$ cat config.mk
export PLATFORM = sky130hd
export DESIGN_NAME = pdc_top
export DESIGN_NICKNAME = d
export VERILOG_FILES = /design/src/hdl/pdc_pin_cell.v /design/src/hdl/pdc_port.v /design/src/hdl/pdc_top.v
export VERILOG_INCLUDE_DIRS = /design/src /design/src/pkg
export SDC_FILE = /design/constraint.sdc
export NUM_CORES = 1
export LEC_CHECK = 0
export BUFFER_PORTS_ARGS = -buffer_cell sky130_fd_sc_hd__buf_2
export CELL_PAD_IN_SITES_DETAIL_PLACEMENT = 2
export CELL_PAD_IN_SITES_GLOBAL_PLACEMENT = 2
export CORE_UTILIZATION = 27
export DETAILED_ROUTE_END_ITERATION = 10
export PLACE_DENSITY_LB_ADDON = 0.08
export RECOVER_POWER = 100
export SETUP_SLACK_MARGIN = 0.15
export SYNTH_ARGS = -nofsm -noshare
export SYNTH_HDL_FRONTEND = slang
export SYNTH_SLANG_ARGS = --single-unit
$ cat constraint.sdc
create_clock -name clk -period 4 [get_ports clk]
set_input_delay 0.8 -clock clk [delete_from_list [all_inputs] [get_ports clk]]
set_output_delay 0.8 -clock clk [all_outputs]
set_load 0.02 [all_outputs]
$ cat src/pkg/pdc_consts.vh
// Constants for the port direction control block
`ifndef PDC_CONSTS_VH
`define PDC_CONSTS_VH

// ==================================================
// Register offsets (register indices; byte address = index * 4)
`define PDC_IDX_PORT0_DIR     8'h08
`define PDC_IDX_PORT1_DIR     8'h09
`define PDC_IDX_PORT0_OUT     8'h0a
`define PDC_IDX_PORT1_OUT     8'h0b
`define PDC_ADDR_PORT0_DIR    10'h020
`define PDC_ADDR_PORT1_DIR    10'h024
`define PDC_ADDR_PORT0_OUT    10'h028
`define PDC_ADDR_PORT1_OUT    10'h02c

// ==================================================
// Field layout and reset values
`define PDC_P0_WIDTH          8
`define PDC_P1_WIDTH          7
`define PDC_P1_USED_MASK      8'h7f
`define PDC_DIR_RESET         8'h00
`define PDC_OUT_RESET         8'h00
`define PDC_P1_RESET          7'h00
`define PDC_UNMAPPED_READ     32'h00000000

`endif

$ cat src/hdl/pdc_pin_cell.v
// One pin's output driver, enable and weak pullup control
`timescale 1ns/100ps

module pdc_pin_cell (
   input  wire clk,            // System clock
   input  wire srst,           // Synchronous reset, active high
   input  wire dir_bit,        // 1 = output, 0 = input
   input  wire out_bit,        // Port output value bit
   output reg  pin_o,          // Value driven on the pin
   output reg  pin_oe,         // High while the pin is driven
   output reg  pullup_en       // High while the weak pullup is on
);

   // ==================================================
   // Pin drive registers
   // Registered so the top's pin outputs come straight from flops
   always @(posedge clk) begin
      if (srst) begin
         pin_o     <= 1'b0;
         pin_oe    <= 1'b0;
         pullup_en <= 1'b0;
      end else begin
         pin_o     <= dir_bit & out_bit;
         pin_oe    <= dir_bit;
         pullup_en <= ~dir_bit & out_bit;
      end
   end

endmodule // pdc_pin_cell

$ cat src/hdl/pdc_port.v
// One port: a row of pin cells built by a generate loop
`timescale 1ns/100ps

module pdc_port #(
   parameter WIDTH = 8         // Pins on this port
) (
   input  wire             clk,        // System clock
   input  wire             srst,       // Synchronous reset
   input  wire [WIDTH-1:0] dir_bits,   // Direction register
   input  wire [WIDTH-1:0] out_bits,   // Output value register
   output wire [WIDTH-1:0] pin_o,      // Pin output values
   output wire [WIDTH-1:0] pin_oe,     // Pin output enables
   output wire [WIDTH-1:0] pullup_en   // Weak pullup enables
);

   // ==================================================
   // Per-pin cells; each pin is controlled independently
   genvar g;
   generate
      for (g = 0; g < WIDTH; g = g + 1) begin : g_pin
         pdc_pin_cell u_cell (
            .clk       (clk),
            .srst      (srst),
            .dir_bit   (dir_bits[g]),
            .out_bit   (out_bits[g]),
            .pin_o     (pin_o[g]),
            .pin_oe    (pin_oe[g]),
            .pullup_en (pullup_en[g])
         );
      end
   endgenerate

endmodule // pdc_port

$ cat src/hdl/pdc_top.v
// Port direction control: Avalon-MM registers and two GPIO ports
//
// The implementer's own choice: the Avalon-MM register port.
`timescale 1ns/100ps
`include "pdc_consts.vh"

// Functional notes
// - All resets clear both direction registers
// - Port 0 bit one drives output value
// - Direction zero makes pin an input
// - Input with output one enables pullup
// - Input with output zero is three-state
// - Port 1 has seven direction bits
// - Port 1 direction bit 7 reads zero
module pdc_top (
   input  wire        clk,               // System clock, 50 MHz
   input  wire        srst,              // Synchronous reset, active high
   input  wire [9:0]  avs_address,       // Byte address
   input  wire        avs_read,          // Read request
   input  wire        avs_write,         // Write request
   input  wire [31:0] avs_writedata,     // Write data
   input  wire [3:0]  avs_byteenable,    // Byte lanes
   output reg  [31:0] avs_readdata,      // Read data
   output reg         avs_waitrequest,   // Stall, high until answered
   output wire [7:0]  port0_pin_o,       // Port 0 driven values
   output wire [7:0]  port0_pin_oe,      // Port 0 output enables
   output wire [7:0]  port0_pullup_en,   // Port 0 weak pullups
   output wire [6:0]  port1_pin_o,       // Port 1 driven values
   output wire [6:0]  port1_pin_oe,      // Port 1 output enables
   output wire [6:0]  port1_pullup_en    // Port 1 weak pullups
);

   // ==================================================
   // Register storage
   reg  [7:0] port0_pin_direction_q;     // Port 0 direction
   reg  [6:0] port1_pin_direction_q;     // Port 1 direction, bit 7 absent
   reg  [7:0] port0_output_value_q;      // Port 0 output value
   reg  [6:0] port1_output_value_q;      // Port 1 output value
   reg        done_q;                    // Access answered this cycle
   wire       req;                       // A request is pending
   wire       wr_en;                     // Write commits this cycle
   reg  [31:0] rd_d;                     // Read data next value

   assign req   = (avs_read | avs_write) & ~done_q;
   // Write commits only at the edge where the master sees waitrequest low
   assign wr_en = avs_write & ~avs_waitrequest & avs_byteenable[0];

   // ==================================================
   // Bus handshake
   // One wait state: waitrequest falls the cycle after the request rises,
   // then a cycle of rest so a held request is not taken twice.
   always @(posedge clk) begin
      if (srst) begin
         avs_waitrequest <= 1'b1;
         done_q          <= 1'b0;
      end else begin
         avs_waitrequest <= ~req;
         done_q          <= req;
      end
   end

   // ==================================================
   // Register writes
   always @(posedge clk) begin
      if (srst) begin
         port0_pin_direction_q <= `PDC_DIR_RESET;
         port1_pin_direction_q <= `PDC_P1_RESET;
         port0_output_value_q  <= `PDC_OUT_RESET;
         port1_output_value_q  <= `PDC_P1_RESET;
      end else if (wr_en) begin
         case (avs_address)
            `PDC_ADDR_PORT0_DIR: begin
               port0_pin_direction_q <= avs_writedata[7:0];
            end
            `PDC_ADDR_PORT1_DIR: begin
               port1_pin_direction_q <= avs_writedata[6:0];
            end
            `PDC_ADDR_PORT0_OUT: begin
               port0_output_value_q  <= avs_writedata[7:0];
            end
            `PDC_ADDR_PORT1_OUT: begin
               port1_output_value_q  <= avs_writedata[6:0];
            end
            default: begin
               // Unmapped writes are accepted and dropped
            end
         endcase
      end
   end

   // ==================================================
   // Read mux
   always @* begin
      rd_d = `PDC_UNMAPPED_READ;
      case (avs_address)
         `PDC_ADDR_PORT0_DIR: begin
            rd_d = {24'h000000, port0_pin_direction_q};
         end
         `PDC_ADDR_PORT1_DIR: begin
            rd_d = {25'h0000000, port1_pin_direction_q};
         end
         `PDC_ADDR_PORT0_OUT: begin
            rd_d = {24'h000000, port0_output_value_q};
         end
         `PDC_ADDR_PORT1_OUT: begin
            rd_d = {25'h0000000, port1_output_value_q};
         end
         default: begin
            rd_d = `PDC_UNMAPPED_READ;
         end
      endcase
   end

   // Read data registered together with the falling waitrequest
   always @(posedge clk) begin
      if (srst) begin
         avs_readdata <= 32'h00000000;
      end else if (avs_read & ~done_q) begin
         avs_readdata <= rd_d;
      end
   end

   // ==================================================
   // Pin control for both ports
   // port 0 pins
   pdc_port #(.WIDTH(`PDC_P0_WIDTH)) u_port0 (
      .clk       (clk),
      .srst      (srst),
      .dir_bits  (port0_pin_direction_q),
      .out_bits  (port0_output_value_q),
      .pin_o     (port0_pin_o),
      .pin_oe    (port0_pin_oe),
      .pullup_en (port0_pullup_en)
   );

   pdc_port #(.WIDTH(`PDC_P1_WIDTH)) u_port1 (
      .clk       (clk),
      .srst      (srst),
      .dir_bits  (port1_pin_direction_q),
      .out_bits  (port1_output_value_q),
      .pin_o     (port1_pin_o),
      .pin_oe    (port1_pin_oe),
      .pullup_en (port1_pullup_en)
   );

endmodule // pdc_top

Word-level counts from Yosys, hierarchy flattened
Index checks and enable logic that the tools add are counted.
{ "totals": {"register_bits": 109, "latchBits": 0, "ramBits": 0, "rom_bits": 0, "in_bits": 50, "output_inout_bits": 78, "word_cells": 114, "n_memories": 0} }
{ "classes": {"addsub": 0, "multipliers": 0, "n_div": 0, "order_cmp": 0, "eq_ne": 4, "shifts": 0, "mux": 1, "bitwise_logic": 53, "n_reduce_logical": 4} }
{ "ops": {"columns": ["cell", "count"], "rows": [
  ["== test 10 x 6 -> 1 bit, second input constant", 4],
  ["bitwise AND 1 bit", 34],
  ["case mux 8 bit (4 select lines)", 1],
  ["NOT 1 bit", 18],
  ["AND reduction 2 bit", 4],
  ["OR 1 bit", 1]
]} }

Depth between registers and ports, before layout
{ "logic_depth": {"word_depth": 4, "mapped_depth": 6, "depth_no_buf": 4} }

By module
From an unflattened synthesis, not the netlist that was laid out.
{ "unflattened": {"hier_cells": 285, "hier_area_um2": 3251.9} }
{ "modules_own_cells": {"columns": ["module", "n_inst", "cells_each", "area_per_inst_um2", "seq_area_each_um2"], "rows": [
  ["pdc_top", 1, 195, 1956.9, 800.8],
  ["pdc_pin_cell", 15, 6, 86.3, 60.1]
]} }

Worst setup path after synthesis
Ideal clock, no wire load.
{ "synth_path": {"path_kind": "input port to flip-flop", "start": "input avs_address[1]", "end": "register port1_output_value_q[6]", "setup_ps": 128, "arrival_time_ps": 2216, "setup_slack_ps": 1657, "path_stages": 5, "path_buffers": 1, "cell_sequence": "or4_4 -> or4_1 -> buf_4 -> mux2i_1 -> nor2_1"} }
{ "synth_between": {"elab_chain_len": 2} }
{ "synth_rtl": {"columns": ["element", "line", "source"], "rows": [
  ["start, declared", "pdc_top.v:18", "input wire [9:0] avs_address,"],
  ["== test 10 x 6 -> 1 bit", "pdc_top.v:71", "case (avs_address)"],
  ["AND reduction 2 bit (no source line)", null, null],
  ["end signal, assigned", "pdc_top.v:69", "port1_output_value_q <= `PDC_P1_RESET;"],
  ["end signal, assigned", "pdc_top.v:82", "port1_output_value_q <= avs_writedata[6:0];"],
  ["end, declared", "pdc_top.v:38", "reg [6:0] port1_output_value_q;"]
]} }
Every way passes these cells.
A chain may end at the register's enable or synchronous reset.

Worst setup path after layout
{ "layout_path": {"start": "input srst", "end": "register u_port1.g_pin[0].u_cell.pin_o"} }
{ "layout_rtl": {"columns": ["element", "line", "source"], "rows": [
  ["start, declared", "pdc_top.v:17", "input wire srst,"],
  ["end signal, assigned", "pdc_pin_cell.v:23", "pin_o <= dir_bit & out_bit;"],
  ["end, declared", "pdc_pin_cell.v:9", "output reg pin_o,"]
]} }
No word-level cell between the ends.

==> Flow_metrics.wiki <==
{| class="wikitable"
! Metric !! Value
|-
| Area occupied by registers || 1700 um2
|-
| Routed via count || approximately 2200
|-
| Critical path data arrival time || 3.07 ns
|-
| Fraction of the yosys area taken by sequential cells || 49.0%
|-
| Clock transition at the registers of the reported paths || 0.06 ns
|-
| Post-Route Hold Slack || 0.460 ns
|-
| Largest vdd supply drop || 167 uV
|-
| Syn. warnings || 0
|-
| Outcome || finished with violations
|-
| WL final || 7.77 mm
|-
| Clock root buffer || clkbuf_16
|-
| Port Buffers || between 70 and 80
|-
| GRT Overall Usage || 12.2%
|-
| Critical path type || in -> reg
|-
| Final #Nets || 413
|-
| Chip Width || 115 um
|-
| Die height || 115 um
|-
| Type of origin of the critical path || input port
|-
| Final count of hold timing violations || 0
|-
| Setup repair after global routing missed its margin || false
|-
| Most area-hungry cell type in the Yosys netlist || dfxtp_1
|-
| Signed area change from the synthesized netlist to the final layout || 8.47%
|-
| Crit path capture type || flop
|-
| Post-layout instance area || 3770 um2
|-
| Biggest cell delay along the critical path || 1.15 ns
|-
| Post-synthesis compound-gate area fraction || 2.70%
|-
| Synthesized instance count || 334
|-
| Cell Area, Placed || approximately 3600 um2
|-
| Largest net degree at the start of global routing || 40
|-
| Post-route fraction of the period consumed by the critical path || 70.7%
|-
| Post-synthesis sequential element count || between 80 and 90
|-
| Post-CTS setup repair buffer count || 0
|-
| Power Dens Cells || 445 nW/um2
|-
| Number of rows created at floorplan || 41
|-
| Overflow left after global routing || 0
|-
| Reg-to-reg slack, setup || approximately 2.2 ns
|-
| Proportion of layout cells with a drive suffix above 1 || 12.8%
|-
| Worst hold path class || reg -> reg
|-
| Post-Synth Adder-Cell Area || 0%
|-
| CTS sink count || between 80 and 90
|-
| Number of vias per cell || 4.13
|-
| Hold buffers post-CTS || 0
|-
| Post-synthesis xor/xnor area fraction || 0%
|-
| Endpoint of the worst setup timing path || u_port1.g_pin[0].u_cell.pin_o
|-
| Number of nets still failing antenna checks after routing || 0
|-
| Most used cell, CP || clkbuf_1
|-
| Largest fanout on the critical path || 39
|-
| Violations in the final reports || capacitance limit, slew limit
|-
| DP Wirelength || 5.39 mm
|-
| Crit-path slowest cell || clkbuf_1
|-
| Proportion of synthesized area in mux cells || a little over an eighth
|-
| Number of detailed-route iterations in the first pass || 4
|-
| Number of max-cap violations || 1
|-
| Clock latency at the later pin of the worst-skew pair || 0.34 ns
|-
| Chain of cells forming the critical path || clkbuf_1, clkbuf_1, and3b_1
|-
| CTS tree || done
|-
| TritonCTS Buffers || 9
|-
| Area of the multi-input gates || 1250 um2
|-
| Largest cells by area after synthesis || dfxtp_1 49%, buf_4 15%, mux2i_1 8.9%
|-
| Slew @ Worst Pin || about 1.6 ns
|-
| Diodes inserted || 0
|-
| Leakage power summed over all cells || approximately 0.0016 uW
|-
| Wire length of the first global-routing pass || about 12 mm
|-
| Gates resized, CTS repair || 0
|-
| Highest attainable clock frequency || around 0.35 GHz
|-
| Filler instances || 1429
|-
| Iteration-0 DRC Markers || 56
|-
| Final weighted congestion in routability-driven placement || about 0.66
|-
| Die area || 13300 um2
|-
| Antenna violations before repair || 0
|-
| Final setup violation count || 0
|-
| Combinational family with the most area after synthesis || buffers and inverters
|-
| Time the worst path needs with I/O delays and setup || ~2.8 ns
|-
| R2R Path Start || avs_waitrequest
|-
| Average footprint of a synthesized cell || a little over 10 um2
|-
| Share of the synthesized area in the top cell type || 49.0%
|-
| Cell area after synthesis || 3470 um2
|-
| Setup skew after layout || 0.00564 ns
|-
| Total negative slack for setup checks || 0 ns
|-
| Average wire per standard cell || 14.4 um
|-
| Library cells used by synthesis || 30
|-
| Number of levels the H-tree was split into || 3
|-
| Bufs on Longest Clock Path || 2
|-
| IO Count || 128
|-
| Worst Setup SP || srst
|-
| Tightest slew margin relative to the limit || -8.72%
|-
| Max-slew violations || 40
|-
| Number of cell instances on the worst register-to-register path || 4
|-
| Initial Utilization || 27.6%
|-
| Number of global-route vias before repair || about 2200
|-
| Area of the placeable core || ~13000 um2
|-
| Post-synthesis simple-gate area fraction || 17.3%
|-
| Data required time at the worst endpoint || roughly 4.2 ns
|-
| Capturing point of the worst reg2reg path || port0_output_value_q[2]
|-
| Number of remaining DRC errors || 0
|}
## cell type report
type | instances | area share, %
sequential | 85 | 45.2
multi-input combinational | 184 | 33.1
timing repair buffer | 81 | 8.87
clock buffer | 13 | 6.64
tap | 172 | 5.71
clock inverter | 2 | 0.266
inverter | 2 | 0.199
## placed cells by master (no fill, tap or decap), drive strengths merged
master / netlist / layout
nand2: 8 / 8
nor2: 35 / 35
nor4b: 1 / 1
nor3: 1 / 1
or4: 4 / 4
o21a: 1 / 1
nand3b: 1 / 1
or4b: 1 / 1
nor4: 1 / 1
clkinv: 0 / 2
nor2b: 16 / 16
mux4: 2 / 2
nor3b: 15 / 15
conb: 1 / 24
nand2b: 3 / 3
mux2i: 31 / 31
mux2: 10 / 10
and2: 4 / 4
and3b: 11 / 11
a21oi: 7 / 7
inv: 2 / 2
a22oi: 1 / 1
dfxtp: 85 / 85
nand3: 2 / 2
a32oi: 5 / 5
clkbuf: 12 / 72
buf: 74 / 22
## state kept, by name (all words and copies together) (netlist names)
name	count
avs_readdata	8
u_port1.g_pin.u_cell.pullup_en	7
port1_pin_direction_q	7
u_port1.g_pin.u_cell.pin_oe	7
avs_waitrequest	1
port1_output_value_q	7
port0_pin_direction_q	8
u_port1.g_pin.u_cell.pin_o	7
done_q	1
u_port0.g_pin.u_cell.pin_o	8
u_port0.g_pin.u_cell.pin_oe	8
u_port0.g_pin.u_cell.pullup_en	8
port0_output_value_q	8
## cells in the mapped netlist
cell	count
and3b_1	11
buf_6	1
o21a_1	1
clkbuf_1	12
and2_1	4
nand3b_1	1
nor2_1	35
mux4_2	2
nor4b_1	1
nand2b_1	3
mux2_2	10
a21oi_1	7
nand3_1	2
a22oi_1	1
nor3b_1	15
nor2b_1	16
or4b_4	1
buf_4	71
or4_1	3
buf_2	1
nor3_1	1
dfxtp_1	85
buf_1	1
conb_1	1
a32oi_1	5
nor4_1	1
or4_4	1
mux2i_1	31
nand2_1	8
inv_1	2
## per-stage QoR
stage               std cells  utilization, %  power [uW]  setup WS [ns]
global placement          524            28.6         938           1.19
global route              539            30.0        1730          0.861
floorplan                 357               -         933           1.66
finish                    539            30.0        1670           1.17
CTS                       539            30.7        1710           1.52
detailed placement        524            28.6         939           1.15
## worst max-delay path, delay by kind of cell
family / cells / cell delay (ns)
AND/OR/NAND/NOR: 1 / 0.27
buffers and inverters: 2 / 1.99
## cell families (layout without fill, tap and decap cells)
| group | after synthesis | in the layout |
|---|---|---|
| buffers and inverters | 88 | 98 |
| AO/OA/AOI/OAI | 14 | 14 |
| other | 1 | 24 |
| flip-flops | 85 | 85 |
| AND/OR/NAND/NOR | 103 | 103 |
| multiplexers | 43 | 43 |
## worst min path at each step
| stage | cells past startpoint | slack [ns] | startpoint | to |
|---|---|---|---|---|
| floorplan | 1 | 0.43 | port1_pin_direction_q[3] | u_port1.g_pin[3].u_cell.pullup_en |
| global placement | 2 | 0.44 | avs_readdata[4] | avs_readdata[4] |
| detailed placement | 2 | 0.46 | avs_readdata[4] | avs_readdata[4] |
| CTS | 2 | 0.46 | avs_readdata[4] | avs_readdata[4] |
| global route | 2 | 0.48 | avs_readdata[4] | avs_readdata[4] |
| finish | 2 | 0.46 | avs_readdata[4] | avs_readdata[4] |
## power breakdown
group          total [uW]  internal, uW  switching (uW)
sequential            849           848           0.893
clock                 757           433             324
combinational        68.7          16.2            52.5
## routing by layer
metal	up-vias	GRT usage (%)	wire length, um
li1	1078	-	-
met4	0	8.57	161
met1	1068	15.1	3620
met2	67	19.3	3640
met3	11	2.27	355
met5	-	0	0
Power figures use the tool's default switching activity.
